$ cat config.mk
export PLATFORM = sky130hd
export DESIGN_NAME = otp_prog_host
export DESIGN_NICKNAME = d
export VERILOG_FILES = /design/src/rtl/otp_prog_pkg.sv /design/src/rtl/otp_prog_host.sv
export VERILOG_INCLUDE_DIRS = /design/src /design/src/rtl
export SDC_FILE = /design/constraint.sdc
export NUM_CORES = 1
export LEC_CHECK = 0
export ABC_CLOCK_PERIOD_IN_PS = 5170
export BUFFER_PORTS_ARGS = -buffer_cell sky130_fd_sc_hd__buf_2
export CAP_MARGIN = 20
export CORE_MARGIN = 2
export CORE_UTILIZATION = 50
export DETAILED_ROUTE_END_ITERATION = 10
export GPL_ROUTABILITY_DRIVEN = 0
export PLACE_DENSITY = 0.75
export RECOVER_POWER = 100
export REMOVE_ABC_BUFFERS = 1
export SKIP_LAST_GASP = 1
export SLEW_MARGIN = 25
export SYNTH_ARGS = -nofsm -noshare
export SYNTH_HDL_FRONTEND = slang
export SYNTH_SLANG_ARGS = --single-unit
$ cat constraint.sdc
create_clock -name clk_i -period 5.17 [get_ports clk_i]
set_input_delay 0 -clock clk_i [delete_from_list [all_inputs] [get_ports clk_i]]
set_output_delay 0 -clock clk_i [all_outputs]
set_load 0.02 [all_outputs]
$ cat src/rtl/otp_prog_map.svh
`ifndef OTP_PROG_MAP_SVH
`define OTP_PROG_MAP_SVH
// ******************************************
// timing figures and counts
// ******************************************
`define OTP_CLK_MHZ 50
// program pulse nominal width in us, window is 47.5 .. 52.5 us
`define OTP_PW_NOM_US 50
`define OTP_PW_CYC (`OTP_PW_NOM_US * `OTP_CLK_MHZ)
// setup times (address, data, oe, supply) in us
`define OTP_SETUP_US 2
`define OTP_SETUP_CYC (`OTP_SETUP_US * `OTP_CLK_MHZ)
// data valid from output enable, max ns (round up to cycles)
`define OTP_TOE_NS 150
`define OTP_TOE_CYC ((`OTP_TOE_NS + 19) / 20 + 1)
// output float after output enable high, max ns
`define OTP_TDFP_NS 130
`define OTP_TDFP_CYC ((`OTP_TDFP_NS + 19) / 20 + 1)
// extra pulses allowed after the blind one
`define OTP_MAX_RETRY 4'ha
// address range
`define OTP_ADDR_W 17
`define OTP_LAST_ADDR 17'h1_ffff
`define OTP_ID_SEL_BIT 0
`define OTP_CNT_W 16
`endif

$ cat src/rtl/otp_prog_pkg.sv
package otp_prog_pkg;
  // sequencer states
  typedef enum logic [3:0] {
    OTP_IDLE    = 4'b0000,
    OTP_SETUP   = 4'b0001,
    OTP_PULSE   = 4'b0010,
    OTP_PGAP    = 4'b0011,
    OTP_VOE     = 4'b0100,
    OTP_VFLT    = 4'b0101,
    OTP_NEXT    = 4'b0110,
    OTP_RB_OE   = 4'b0111,
    OTP_RB_FLT  = 4'b1000,
    OTP_DONE    = 4'b1001
  } otp_state_t;
  // command encodings
  typedef enum logic [1:0] {
    OTP_CMD_PROG = 2'b00,
    OTP_CMD_ID   = 2'b01,
    OTP_CMD_READ = 2'b10
  } otp_cmd_t;
endpackage : otp_prog_pkg

$ cat src/rtl/otp_prog_host.sv
// Notes on behaviour
// - start at first address, one blind pulse
// - failing word gets up to ten more pulses after the blind one
// - still failing after ten: part failed
// - passing word advances until all checked
// - supplies back to 5V, compare every word
// - program pulse lasts 47.5 to 52.5 us
// - wait 150 ns data, 130 ns float
// - id mode: ce, oe low, high-voltage line
`timescale 1ns/10ps
`default_nettype none
`include "otp_prog_map.svh"
module otp_prog_host
  import otp_prog_pkg::*;
(
  input wire logic clk_i,
  input wire logic rst_i,
  input wire logic start_i,                   // one-cycle command strobe
  input wire logic [1:0] cmd_i,               // otp_cmd_t
  input wire logic [`OTP_ADDR_W-1:0] last_addr_i, // last address to handle
  input wire logic [15:0] src_data_i,         // source word for addr_o
  input wire logic [15:0] dev_data_i,         // device output pins
  output logic [`OTP_ADDR_W-1:0] addr_o,      // device address pins
  output logic [15:0] prog_data_o,            // data driven in program
  output logic prog_data_oe_o,                // high while host drives data
  output logic chip_en_n_o,
  output logic out_en_n_o,
  output logic program_strobe_n_o,
  output logic prog_volts_o,                  // high: vcc 6.5, vpp 13.0
  output logic id_mode_address_line_hv_o,     // high: id line at 12 V
  output logic busy_o,
  output logic done_o,                        // one-cycle pulse at end
  output logic fail_o,                        // level until next start
  output logic [15:0] id_word_o               // captured id or read word
);
  // ******************************************
  // input synchronisers
  // ******************************************
  logic [15:0] din_s1;
  logic [15:0] din_s2;
  logic [15:0] next_din_s1;
  logic [15:0] next_din_s2;
  // two stages because the pins are asynchronous to clk_i
  always_comb begin
    next_din_s1 = dev_data_i;
    next_din_s2 = din_s1;
  end
  always_ff @(posedge clk_i) begin
    din_s1 <= next_din_s1;
    din_s2 <= next_din_s2;
  end
  // ******************************************
  // sequencer
  // ******************************************
  otp_state_t state, next_state;
  otp_cmd_t mode, next_mode;
  logic [`OTP_CNT_W-1:0] cnt, next_cnt;       // cycle timer
  logic [3:0] tries, next_tries;              // extra pulses given
  logic blind, next_blind;                    // first pulse of a word
  logic [`OTP_ADDR_W-1:0] addr, next_addr;
  logic [`OTP_ADDR_W-1:0] last, next_last;
  logic ce_n, next_ce_n, oe_n, next_oe_n, pgm_n, next_pgm_n;
  logic dro, next_dro, pv, next_pv, hv, next_hv;
  logic busy, next_busy, done, next_done, fail, next_fail;
  logic [15:0] pd, next_pd, idw, next_idw;
  logic tdone;
  assign tdone = (cnt == '0);
  // next state and pin values
  always_comb begin
    next_state = state;
    next_mode = mode;
    next_cnt = tdone ? cnt : cnt - 1'b1;
    next_tries = tries;
    next_blind = blind;
    next_addr = addr;
    next_last = last;
    next_ce_n = ce_n;
    next_oe_n = oe_n;
    next_pgm_n = pgm_n;
    next_dro = dro;
    next_pv = pv;
    next_hv = hv;
    next_busy = busy;
    next_done = 1'b0;
    next_fail = fail;
    next_pd = pd;
    next_idw = idw;
    case (state)
      OTP_IDLE: begin
        if (start_i) begin
          next_mode = otp_cmd_t'(cmd_i);
          next_addr = '0;
          next_last = last_addr_i;
          if (otp_cmd_t'(cmd_i) == OTP_CMD_ID) begin
            // one id word per command, picked by the select bit of last_addr_i
            next_addr = `OTP_ADDR_W'(last_addr_i[`OTP_ID_SEL_BIT]);
            next_last = `OTP_ADDR_W'(last_addr_i[`OTP_ID_SEL_BIT]);
          end
          next_busy = 1'b1;
          next_fail = 1'b0;
          next_blind = 1'b1;
          next_tries = '0;
          next_ce_n = 1'b0;
          next_pv = (otp_cmd_t'(cmd_i) == OTP_CMD_PROG);
          next_hv = (otp_cmd_t'(cmd_i) == OTP_CMD_ID);
          next_cnt = `OTP_CNT_W'(`OTP_SETUP_CYC);
          next_state = OTP_SETUP;
        end
      end
      OTP_SETUP: begin
        // supply and address setup before first action; data goes out with the strobe
        if (tdone) begin
          if (mode == OTP_CMD_PROG) begin
            next_pd = src_data_i;
            next_dro = 1'b1;
            next_pgm_n = 1'b0;
            next_cnt = `OTP_CNT_W'(`OTP_PW_CYC);
            next_state = OTP_PULSE;
          end else begin
            next_oe_n = 1'b0;
            next_cnt = `OTP_CNT_W'(`OTP_TOE_CYC);
            next_state = OTP_RB_OE;
          end
        end
      end
      OTP_PULSE: begin
        // the strobe stays low the nominal width plus one clock
        if (tdone) begin
          next_pgm_n = 1'b1;
          next_cnt = `OTP_CNT_W'(`OTP_SETUP_CYC);
          next_state = OTP_PGAP;
        end
      end
      OTP_PGAP: begin
        // data hold, then release bus; the blind pulse is checked like every retry,
        // and a failing check after it opens the retry loop
        if (tdone) begin
          next_dro = 1'b0;
          if (blind) begin
            next_blind = 1'b0;
          end
          next_oe_n = 1'b0;
          next_cnt = `OTP_CNT_W'(`OTP_TOE_CYC);
          next_state = OTP_VOE;
        end
      end
      OTP_VOE: begin
        // sample only after data valid time plus sync latency
        if (tdone) begin
          next_oe_n = 1'b1;
          next_cnt = `OTP_CNT_W'(`OTP_TDFP_CYC);
          if (din_s2 == pd) begin
            next_state = OTP_NEXT;
          end else if (tries == `OTP_MAX_RETRY) begin
            next_fail = 1'b1;
            next_state = OTP_DONE;
          end else begin
            next_tries = tries + 4'h1;
            next_state = OTP_VFLT;
          end
        end
      end
      OTP_VFLT: begin
        // let outputs float before driving data again
        if (tdone) begin
          next_dro = 1'b1;
          next_pgm_n = 1'b0;
          next_cnt = `OTP_CNT_W'(`OTP_PW_CYC);
          next_state = OTP_PULSE;
        end
      end
      OTP_NEXT: begin
        if (tdone) begin
          if (addr == last) begin
            // all words verified: drop supplies, read everything back
            next_pv = 1'b0;
            next_addr = '0;
            next_mode = OTP_CMD_READ;
            next_cnt = `OTP_CNT_W'(`OTP_SETUP_CYC);
            next_state = OTP_SETUP;
          end else begin
            next_addr = addr + 1'b1;
            next_blind = 1'b1;
            next_tries = '0;
            next_cnt = `OTP_CNT_W'(`OTP_SETUP_CYC);
            next_state = OTP_SETUP;
            next_mode = OTP_CMD_PROG;
          end
        end
      end
      OTP_RB_OE: begin
        if (tdone) begin
          next_oe_n = 1'b1;
          next_idw = din_s2;
          if (mode == OTP_CMD_READ && din_s2 != src_data_i && pv == 1'b0 && hv == 1'b0) begin
            next_fail = 1'b1;
          end
          next_cnt = `OTP_CNT_W'(`OTP_TDFP_CYC);
          next_state = OTP_RB_FLT;
        end
      end
      OTP_RB_FLT: begin
        if (tdone) begin
          if (addr == last) begin
            // id commands end here too, having read their one word
            next_state = OTP_DONE;
          end else begin
            next_addr = addr + 1'b1;
            next_oe_n = 1'b0;
            next_cnt = `OTP_CNT_W'(`OTP_TOE_CYC);
            next_state = OTP_RB_OE;
          end
        end
      end
      OTP_DONE: begin
        next_ce_n = 1'b1;
        next_oe_n = 1'b1;
        next_pgm_n = 1'b1;
        next_dro = 1'b0;
        next_pv = 1'b0;
        next_hv = 1'b0;
        next_busy = 1'b0;
        next_done = 1'b1;
        next_state = OTP_IDLE;
      end
      default: begin
        next_state = OTP_IDLE;
      end
    endcase
  end
  // registers only
  always_ff @(posedge clk_i) begin
    if (rst_i) begin
      state <= OTP_IDLE;
      mode <= OTP_CMD_PROG;
      cnt <= '0;
      tries <= '0;
      blind <= 1'b0;
      addr <= '0;
      last <= '0;
      ce_n <= 1'b1;
      oe_n <= 1'b1;
      pgm_n <= 1'b1;
      dro <= 1'b0;
      pv <= 1'b0;
      hv <= 1'b0;
      busy <= 1'b0;
      done <= 1'b0;
      fail <= 1'b0;
      pd <= '0;
      idw <= '0;
    end else begin
      state <= next_state;
      mode <= next_mode;
      cnt <= next_cnt;
      tries <= next_tries;
      blind <= next_blind;
      addr <= next_addr;
      last <= next_last;
      ce_n <= next_ce_n;
      oe_n <= next_oe_n;
      pgm_n <= next_pgm_n;
      dro <= next_dro;
      pv <= next_pv;
      hv <= next_hv;
      busy <= next_busy;
      done <= next_done;
      fail <= next_fail;
      pd <= next_pd;
      idw <= next_idw;
    end
  end
  // ******************************************
  // outputs, all straight from flip-flops
  // ******************************************
  assign addr_o = addr;
  assign prog_data_o = pd;
  assign prog_data_oe_o = dro;
  assign chip_en_n_o = ce_n;
  assign out_en_n_o = oe_n;
  assign program_strobe_n_o = pgm_n;
  assign prog_volts_o = pv;
  assign id_mode_address_line_hv_o = hv;
  assign busy_o = busy;
  assign done_o = done;
  assign fail_o = fail;
  assign id_word_o = idw;
endmodule : otp_prog_host
`default_nettype wire

==> results of run 1 <==
[sequential cells by signal, summed over array words and instances (netlist names), 16 cells and up]
signal,count
addr_o,17
cnt,16
din_s1,16
din_s2,16
id_word_o,16
last,17
prog_data_o,16
[worst min path at each step]
| stage | end | start | slack, ns |
|---|---|---|---|
| after global routing | state[0] | start_i | 0.21 |
| final | state[0] | start_i | 0.15 |
| after floorplan | din_s1[0] | dev_data_i[0] | 0.03 |
| after global placement | din_s1[10] | dev_data_i[10] | 0.10 |
| after CTS | state[0] | start_i | 0.11 |
| after detailed placement | din_s1[2] | dev_data_i[2] | 0.10 |
[routing by layer]
layer | vias up | share of wire
met1 | 2853 | 0.40
met4 | 0 | 0.022
li1 | 2816 | -
met5 | - | 0
met2 | 298 | 0.49
met3 | 34 | 0.084
[worst max-delay path, stage by stage, from the launching register on]
cell      delay [ns]
dfxtp_1         0.84
nor4bb_1        0.91
nor2_1          0.22
o31ai_1         0.50
o21ai_0         0.61
or4_1           0.67
a21oi_1         0.18
[repair_timing]
action | in CTS | in global routing
hold buffers | 51 | 0
hold endpoints to repair | 53 | 0
buffers inserted | 0 | 0
[synthesized netlist by cell type, types with 2 or more instances]
library cell	number	area [um2]
nand2_1	112	420.4
a211oi_1	9	67.56
a21o_1	3	22.52
a31oi_1	5	31.28
xnor2_1	20	175.2
nor4b_1	4	35.03
nor2_1	33	123.9
a221oi_1	3	26.28
buf_2	4	20.02
nand3_1	41	205.2
inv_1	7	26.28
and3_1	7	43.79
o31a_1	3	26.28
nor2b_1	6	37.54
nand2b_1	3	18.77
or4_1	13	97.59
ha_1	7	87.58
buf_1	4	15.01
o211ai_1	6	45.04
dfxtp_1	133	2663
nand4b_1	3	26.28
nand3b_1	3	22.52
and3b_1	2	17.52
or3_1	12	75.07
a21oi_1	87	435.4
nor4_1	16	100.1
clkbuf_1	36	135.1
o21ai_0	19	95.09
xor2_1	42	367.9
a311oi_1	3	26.28
o31ai_1	9	67.56
nand4_1	16	100.1
nor3_1	9	45.04
[cells by family after synthesis]
kind of cell,Yosys count,synth area share
mux,1,0.001678
buf+inv,53,0.03545
simple gates,289,0.2425
fa+ha+maj,7,0.01468
compound gates,164,0.1682
flops,133,0.4464
xor+xnor,62,0.09104
[power groups by stage]
stage	Sequential, mW	Combinational (mW)	Clock (mW)
2_1_floorplan	1.29	0.718	0
3_3_place_gp	1.29	1.02	0
3_5_place_dp	1.30	1.04	0
4_1_cts	1.28	1.08	1.31
5_1_grt	1.30	1.19	1.35
6_report	1.29	1.09	1.30
[cell type report]
| type | count | area [um2] | share of cell area |
|---|---|---|---|
| Multi-Input combinational cell | 523 | 3092 | 0.4053 |
| Sequential cell | 133 | 2663 | 0.3491 |
| Timing Repair Buffer | 167 | 1023 | 0.1342 |
| Clock buffer | 22 | 494.2 | 0.06480 |
| Tap cell | 143 | 178.9 | 0.02346 |
| Clock inverter | 8 | 146.4 | 0.01919 |
| Inverter | 8 | 30.03 | 0.003937 |
[per-stage QoR]
stage,power (mW),hold WS [ns],worst slack [ns],std cells
after floorplan,2.011,0.02772,1.637,664
final,3.676,0.1487,1.168,1004
after global placement,2.308,0.1021,1.738,923
after CTS,3.660,0.1080,1.689,1004
after global routing,3.841,0.2066,0.8932,1004
after detailed placement,2.336,0.1036,1.737,923
==> impl.org, run 1 <==
** Global routing
- Vias in the first global route :: 5786
- Grt peak-use layer :: met2
- Global routing usage on met1 :: 0.3314
- The initial antenna violation count is 0.
- Largest net degree at the start of global routing :: 43
- GR Overflow Total :: 0
- For met3 alone, demand over resource in global routing was 0.06802.
- Overall fraction of global-route tracks in use :: 0.2775
- The first global-routing pass estimated 28490 um of wire.
- For met2 alone, demand over resource in global routing was 0.4723.

** Layout
- Commonest non-fill, non-tap cells in the layout :: dfxtp_1, nand2_1, a21oi_1
- Ant. Diodes :: 0
- The layout has approximately 900 filler cells.
- The final layout contains about 910 nets.
- Commonest non-fill, non-tap cell in the layout :: dfxtp_1
- Final core occ :: 0.6623
- Post-route design area :: about 7600 um2
- Compared with the post-synthesis result, the final layout area differs by 27.88%.
- Share of final-layout standard cells stronger than drive strength 1 :: 0.1080

** Floorplan
- The initial utilization of the core area, before any placement, comes to 0.5179.
- In this run the horizontal extent of the chip is ~110 um.
- Num ports :: 112
- Site Rows :: 39
- From bottom edge to top edge, the die measures ~110 um.
- DIE AREA :: around 13000 um2
- The core region is about 12000 um2.

** Timing
- The number of max-slew violations in the final report came to 0.
- In this run the tightest slew margin relative to its limit is 0.1064.
- The final-report hold violation count is 0.
- Max Freq :: 249.9 MHz
- Worst Skew :: roughly 0.009 ns
- Total setup violations reported at the end of the flow :: 0
- Unrepaired setup endpoints after global routing :: false
- Adding up every negative setup slack in the final design gives 0 ns.
- Post-route minimum period :: approximately 4 ns
- Slew at the pin with the worst max-slew slack :: 1.326 ns
- Dividing the final minimum period by the clock period gives 0.7740.

** Clock network
- The clock passes through at most 2 buffers.
- The later pin in the worst-skew pair is clocked with a latency of about 0.43 ns.
- Sinks on Clock Net :: around 130
- CTS placed an instance of clkbuf_16 at the clock tree root.
- Resized Gates After CTS :: 0
- CTS tree :: yes
- The H-tree generated during clock tree synthesis spans 4 levels.
- Total clock buffers created by CTS :: 17
- Clock slew seen by the registers of the worst setup and hold paths :: 0.06 ns

** Power and ir drop
- Internal power :: approximately 2.4 mW
- Of the total power, combinational logic draws 0.296.
- Net switching power of the design :: ~1.3 mW
- The share of total power dissipated in the clock network is 0.354.
- For this design the static power due to leakage is about 2.8 nW.
- Power Dens Cells :: about 480 nW/um2
- Switching portion of total power :: 0.3508
- Worst-case vdd ir drop :: ~0.00033 V
- Fraction of power consumed by sequential logic :: 0.350

** Setup path
- Required time of the worst setup path :: roughly 5.5 ns
- Start point of the critical path :: state[1]
- Kind of capture point of the worst setup path :: register
- Worst-case reg-to-reg path depth :: 6
- The startpoint identified for the worst register-to-register timing path is state[1].
- The setup check on the worst reg-to-reg path leaves a slack of about 1.2 ns.
- Following the worst setup path forward leads to its endpoint at addr_o[8].
- Of all nets on the critical path, the largest fanout is 27.
- Startpoint Class :: register
- Worst reg2reg path endpoint :: addr_o[8]
- Critical setup path kind :: register to register
- Data arrives at the worst endpoint at approximately 4.4 ns.

** Routing
- Routed via count :: 6001
- Wirelength, routed :: about 17000 um
- Routed len/inst :: roughly 17 um
- Remaining antenna violation count after routing :: 0
- Using the TritonRoute via totals, the vias-per-cell ratio works out to 5.977.
- Remaining routing DRC violations :: 6
- The pre-antenna-repair detailed-routing pass consisted of 9 iterations.
- In this run, the number of DRC markers left after iteration 0 of detailed routing was ~570.

** Status
- Violated checks :: DRC
- The flow ran to the end, but the final reports show violations.

** Hold path
- Cell depth of the worst hold path :: 5
- Path class of the lowest-slack min-delay path :: input pin to register

** Synthesis
- The synthesized netlist contains 62 unique library cells.
- Sequential-to-total area share from yosys stat :: 0.4464
- In this run, synthesis produced a sequential element count of around 130.
- The most used flip-flop cell after synthesis is dfxtp_1.
- Number of enable-type register cells in the synthesized netlist :: 0
- Post-synthesis async set-or-reset flop share :: 0
- In this run the mean area of a mapped cell was roughly 8.4 um2.
- In the synthesized netlist, the number of instances is approximately 710.
- Yosys printed 0 warnings.
- The cell area that synthesis handed to floorplanning was roughly 6000 um2.

** Placed design
- The count of buffers added on input and output ports is approximately 110.
- Summed over all nets, the half-perimeter wirelength after detailed placement is 10960 um.
- Dpl cell area :: about 6600 um2

** Flow run
- Max-cap violations in this run came to 0.
Power figures use the tool's default switching activity.
==> run 2: changes to the inputs <==
Settings changed: ABC_CLOCK_PERIOD_IN_PS 5170 to 3800.
Clock period 5.17 ns to 3.8 ns, I/O delays scaled along.
==> impl.org, run 2 (synthesized netlist as in run 1, its figures left out) <==
** Status
- The run finished, with violations left.
- The checks that failed: DRC.

** Layout
- Summing all flip-flop and latch instances after layout gives 2663 um2.
- The repair_antennas step left the layout with diodes totalling 0.
- Nets :: 921
- Leaving out fill and tap cells, the most frequent cell in the layout is dfxtp_1.
- Of the cells placed in the final design, the portion with a size suffix greater than 1 is 0.1147.
- The library cells used most frequently in the layout, excluding fill and tap cells, are dfxtp_1, nand2_1, a21oi_1.
- After filler insertion, the fill cell instance count of the layout stands at a little over 900.
- Area growth from synthesis to final layout :: 28.15%
- Summing all multi-input logic gate instances after layout gives just over 3000 um2.

** Timing
- Unrepaired setup endpoints after global routing :: false
- Smallest setup slack after layout :: around 0.45 ns
- For the finished layout, the period the worst path requires is 3.353 ns.
- The number of max-slew violations in the final report came to 0.
- Total setup violations reported at the end of the flow :: 0
- Final TNS setup :: 0 ns
- Final Cycle Share :: 0.8823
- Count of endpoints failing hold in the final timing report :: 0
- The clock arrives with 0.007325 ns of skew.
- At the pin with the least slew margin, the transition time is 1.137 ns.
- Relative slew margins :: 0.2342
- For this run, the top clock speed supported by timing is slightly below 300 MHz.

** Clock network
- The number of gates resized after CTS was 0.
- Maximum number of buffers from clock root to sink :: 2
- Clock latency on the worst-skew pair, taken at its later pin, is 0.43 ns.
- CTS Root Buffer Type :: clkbuf_16
- TritonCTS built the clock tree.
- The tree built by TritonCTS fans out to 133 sinks.
- The number of clock buffers added by TritonCTS is 17.
- CTS H-tree depth :: 4
- Clock-pin slew was measured on the worst setup and hold paths at approximately 0.060 ns.

** Global routing
- After global routing the overflow that remains totals 0.
- Vias in the first global route :: ~5900
- The initial antenna violation count came to 0.
- Overall fraction of global-route tracks in use :: 0.2760
- Largest net degree at the start of global routing :: 33
- The first global-routing pass estimated about 28000 um of wire.

** Setup path
- Startpoint Class :: register
- In this design, the stage delay of the slowest critical-path cell is between 0.7 and 0.8 ns.
- At the worst endpoint, the arrival time is roughly 3.6 ns.
- Critical Path Fanout Max :: 19
- Counting cells, the worst reg-to-reg path comes to 9.
- List of cells traversed by the critical path :: clkbuf_1 > nor2_1 > nand2_1 > nor3_1 > clkbuf_1 > nor2_1 > o31ai_2 > buf_4 > a21oi_1
- Critical setup path kind :: register to register
- Kind of capture point of the worst setup path :: register
- Required time of the worst setup path :: 4.09 ns
- The slowest stage of the critical path is the clkbuf_1 cell.

** Routing
- Signal routing reaches up to met4.
- The final layout contains routed wiring with a total length of ~18000 um.
- Routed len/inst :: roughly 17 um
- Once detail routing completed, the nets flagged for antenna violations numbered 0.
- After detailed routing, the wire length on met1 is 7091 um.
- Remaining routing DRC violations :: 6
- Summed over all nets, wire length on met2 after detailed routing comes to about 8800 um.
- The routed layout has about 6000 vias.
- The first TritonRoute pass finished after 9 iterations.
- Starting DRT DRC Count :: ~500
- In the routed layout, each cell is associated on average with a via count of ~5.9.
- Sum of met3 wire segment lengths after detailed routing :: between 1000 and 1500 um

** Flow run
- The tool flagged a number of max-cap violations equal to 0.

** Floorplan
- The die is roughly 110 um wide.
- After floorplanning, the core was divided into 39 placement rows.
- The initial utilization of the core area, before any placement, comes to 0.5179.
- Core area :: about 12000 um2
- The die covers roughly 13000 um2.
- Num ports :: roughly 110
- Measured along the y axis, the die boundary spans around 110 um.

** Power and ir drop
- In this run the static leakage power is approximately 2.8 nW.
- Worst-case vdd ir drop :: ~0.00043 V
- Power Dens Cells :: between 600 and 700 nW/um2

** Placed design
- Prior to clock tree synthesis, the placed netlist has a worst setup slack of between 0.7 and 0.8 ns.
- Placed wire-length estimate :: 11380 um
- Input and output buffers added on the ports amount to about 110.

** Hold path
- Path class of the lowest-slack min-delay path :: input pin to register
- Cell depth of the worst hold path :: 2
run 2: cell count changes in the layout (fill, tap and decap cells not counted), moves of 2 or more:
cell        before  now
buf_4            3   10
clkbuf_1        60   64
clkinvlp_4       1    4
clkbuf_8         5    1
inv_6            0    2
run 2: layer usage:
layer,vias up,global-route usage
li1,2836,-
met3,35,0.07070
met5,-,0
met1,2866,0.3269
met2,270,0.4747
met4,0,0.1171
run 2: what timing repair did:
action                                 4_1_cts  5_1_grt
buffers inserted                             0        0
hold buffers                                51        0
endpoints found under the hold margin       53        0
run 2: final timing paths:
check | start | end | slack (ns)
worst max-delay path | state[1] | addr_o[13] | 0.45
worst min-delay path | rst_i | id_word_o[9] | 0.03
worst max register to register | state[1] | addr_o[13] | 0.45
worst min register to register | din_s1[9] | din_s2[9] | 0.33
run 2: area by class of cell:
class                      count  area share
multi-input combinational    523      0.4037
inverter                       8    0.003929
timing repair buffer         177      0.1424
tap                          143     0.02341
sequential                   133      0.3483
clock buffer                  20     0.05844
clock inverter                11     0.01981
run 2: worst max-delay path, delay by kind of cell (launching register included):
kind / cells / cell delay, ns
buffers and inverters: 3 / 1.32
AND/OR/NAND/NOR: 4 / 1.31
flip-flops: 1 / 0.43
AO/OA/AOI/OAI: 2 / 0.17
run 2: where the power goes:
part / switching [mW] / internal (mW) / leakage (nW)
sequential: 0.165 / 1.55 / 1.09
combinational: 0.985 / 0.540 / 1.43
clock: 0.624 / 1.05 / 0.279
run 2: stage by stage:
stage / utilization / power (mW) / cell area, um2 / hold WS (ns) / cells
finish: 0.6637 / 4.916 / 7644 / 0.02709 / 1015
floorplan: - / 2.736 / 5783 / 0.02772 / 664
global route: 0.6637 / 5.144 / 7644 / 0.04688 / 1015
CTS: 0.6724 / 4.909 / 7744 / 0.01735 / 1015
global placement: 0.5762 / 3.152 / 6635 / 0.1025 / 933
detailed placement: 0.5762 / 3.198 / 6635 / 0.1036 / 933
==> run 3: changes to the inputs <==
Settings changed: ABC_AREA from default to 1, PLACE_DENSITY 0.75 to 0.74.
==> impl.org, run 3 <==
** Setup path
- Critical Path Fanout Max :: 25
- For flop-to-flop paths, the worst setup slack is around 0.92 ns.
- In this run the worst setup path begins at state[0].
- In this run the critical register-to-register path is launched from state[0].
- Critical setup path kind :: register to register
- Required time of the worst setup path :: ~4.1 ns
- Kind of capture point of the worst setup path :: register
- Worst-case reg-to-reg path depth :: 9
- STA classifies the critical path startpoint as a register.
- In this run the worst setup path terminates at last[5].
- Arrival time at the worst endpoint :: about 3.2 ns
- Worst reg2reg path endpoint :: last[5]

** Clock network
- Resized Gates After CTS :: 0
- The clock reaches the later pin of the worst-skew pair after approximately 0.43 ns.
- Sinks on Clock Net :: around 130
- Counting along the longest clock path gives a buffer depth of 2.
- The clock tree synthesis step divided the H-tree into 4 levels.
- Postcts setup bufs :: 0
- For this design, the CTS-stage hold fixing added 50 buffers.
- TritonCTS built the clock tree.
- Clock slew seen by the registers of the worst setup and hold paths :: about 0.06 ns
- CTS Root Buffer Type :: clkbuf_16
- Total clock buffers created by CTS :: 17

** Timing
- Max Freq :: about 350 MHz
- Slew at the pin with the worst max-slew slack :: ~0.96 ns
- Total setup violations reported at the end of the flow :: 0
- The clock period could shrink to 2.881 ns.
- Relative slew margins :: 0.3598
- Final TNS setup :: 0 ns
- The number of max-slew violations in the final report is 0.
- Worst-case hold slack :: around 0.074 ns
- Smallest setup slack after layout :: between 0.9 and 1 ns
- Count of endpoints failing hold in the final timing report :: 0
- Setup repair after global routing left no endpoint under its margin.
- In the finished design, the share of the clock period the worst path needs comes to 0.7581.
- Between clock sinks in the finished design, the worst skew comes to ~0.0074 ns.

** Hold path
- The tightest min-delay check is of the input pin to register type.

** Synthesis
- Post-synthesis instance total :: just under 1000
- Sequential-to-total area share from yosys stat :: 0.3931
- Total of flip-flops plus latches after synthesis :: 133
- Cell area after technology mapping :: slightly below 7000 um2
- Number of distinct library cells after synthesis :: 40
- Counting flops with an async set or reset pin after synthesis yields a share of 0.
- Number of enable-type register cells in the synthesized netlist :: 0
- Post-synth top area share :: 0.3931
- Mean area per synthesized cell :: about 7.0 um2
- Yosys top cell by area :: dfxtp_1
- Most frequently used cell type in the post-synthesis netlist :: nand2_1
- Most used flip-flop cell after synthesis :: dfxtp_1
- During synthesis, Yosys emitted a total of 0 warnings.
- Synth area leaders :: dfxtp_1, nand2_1, nor2_1
- In the synthesized netlist, the cells that appear most often are nand2_1, dfxtp_1, nor2_1, inv_1, a21oi_1.

** Routing
- The routed layout has ~6800 vias.
- Routed len/inst :: approximately 14 um
- Wirelength, routed :: about 19000 um
- Starting DRT DRC Count :: between 500 and 600
- The first TritonRoute pass finished after 6 iterations.
- Vias per std cell :: between 5 and 6
- Remaining routing DRC violations :: 0
- The detail route stage leaves a number of antenna-violating nets equal to 0.

** Global routing
- Entering global routing, the biggest net connects 44 pins.
- Antenna violations before repair :: 0
- Across every metal layer, demand over resource in global routing totals 0.2644.
- The total overflow left after global routing is 0.
- Wire length of the first global-routing pass :: between 30000 and 40000 um
- The via count of the first global-routing pass was approximately 6300.

** Layout
- Commonest non-fill, non-tap cell in the layout :: nand2_1
- The library cells used most frequently in the layout, excluding fill and tap cells, are nand2_1, dfxtp_1, nor2_1.
- After the last flow step, the layout net total stands at about 1200.
- Share of final-layout standard cells stronger than drive strength 1 :: 0.1197
- Number of non-filler instances in the completed layout :: approximately 1300
- The sequential cells in the finished layout cover a total of between 2000 and 3000 um2.
- The filler cells instantiated in the layout total around 1200.
- The number of antenna diodes in the final layout is 0.
- Multi-input gate area in the final layout :: around 3500 um2
- The area growth from synthesis to layout is 23.46%.

** Power and ir drop
- Net switching power of the design :: around 2.4 mW
- Internal power :: between 3 and 4 mW
- Of the total power, the clock network draws 0.288.
- VDD sags by at most approximately 0.00039 V.
- Fraction of power consumed by sequential logic :: 0.324
- For this design the ratio of total power to cell area is between 600 and 700 nW/um2.
- Of the total power, the share spent switching nets is 0.4280.
- Overall Power :: 5.576 mW
- Of the total power, combinational logic draws 0.388.
- P_leak :: 3.775 nW

** Floorplan
- The initialized floorplan defines 42 standard-cell rows.
- Die boundary height :: approximately 120 um
- For this configuration, the core starts out at a cell density of 0.5115.
- Core area :: around 13000 um2
- Num ports :: between 100 and 150
- The die covers 14500 um2.
- From left edge to right edge, the die measures ~120 um.

** Status
- The run finished with clean final reports.

** Placed design
- Detailed placement finished with a half-perimeter wire length of approximately 12000 um.
- Input and output buffers added on the ports amount to approximately 110.
- At the placement stage, the worst setup path has a slack of roughly 1.6 ns.
- DP Cell Count :: between 1000 and 1500

** Flow run
- Max-cap violation count :: 0
-- run 3: power groups by stage --
| stage | registers, mW | logic, mW | clock network (mW) |
|---|---|---|---|
| 2_1_floorplan | 1.86 | 1.63 | 0 |
| 3_3_place_gp | 1.83 | 2.19 | 0 |
| 3_5_place_dp | 1.83 | 2.20 | 0 |
| 4_1_cts | 1.80 | 2.26 | 1.62 |
| 5_1_grt | 1.84 | 2.43 | 1.68 |
| 6_report | 1.81 | 2.16 | 1.61 |
-- run 3: cell families (layout without fill, tap and decap cells) --
| family | Yosys count | count (layout) | share of synthesized area |
|---|---|---|---|
| XOR/XNOR | 44 | 44 | 0.05689 |
| adder cells (fa/ha/maj) | 7 | 7 | 0.01293 |
| buffers and inverters | 137 | 308 | 0.08127 |
| flip-flops | 133 | 133 | 0.3931 |
| AND/OR/NAND/NOR | 501 | 501 | 0.3347 |
| AO/OA/AOI/OAI | 143 | 143 | 0.1212 |
-- run 3: cell type report --
class                           count  area share
Multi-Input combinational cell    695      0.4155
Sequential cell                   133      0.3184
Timing Repair Buffer              164      0.1200
Clock buffer                       17     0.05087
Inverter                          112     0.05057
Tap cell                          176     0.02633
Clock inverter                     15     0.01840
-- run 3: per-stage QoR --
step	utilization	instance area, um2
after floorplan	-	6646
after global placement	0.5622	7445
after detailed placement	0.5622	7445
after CTS	0.6437	8524
after global routing	0.6315	8363
final	0.6315	8363
-- run 3: per-layer routing --
layer,GRT usage,vias to the layer above,part of all wire
li1,-,3378,-
met3,0.06981,46,0.085
met5,0,-,0
met4,0.08503,0,0.023
met2,0.4403,294,0.46
met1,0.3335,3037,0.43
-- run 3: critical path, cell delays in order (launching register included) --
cell and delay (ns):
dfxtp_1 0.38, nor2_1 0.28, inv_2 0.05, nor2_1 0.24, clkinv_1 0.13, nor2_1 0.30
inv_1 0.52, nor2_4 0.55, nand2_1 0.13, a21oi_1 0.20
-- run 3: worst min-delay path by stage --
| stage | from | to | slack (ns) | depth (start not counted) |
|---|---|---|---|---|
| floorplan | dev_data_i[0] | din_s1[0] | 0.03 | 0 |
| global placement | dev_data_i[8] | din_s1[8] | 0.10 | 1 |
| detailed placement | dev_data_i[14] | din_s1[14] | 0.10 | 1 |
| CTS | cmd_i[1] | prog_volts_o | 0.05 | 5 |
| global route | cmd_i[1] | prog_volts_o | 0.1 | 5 |
| finish | cmd_i[1] | addr_o[0] | 0.07 | 6 |
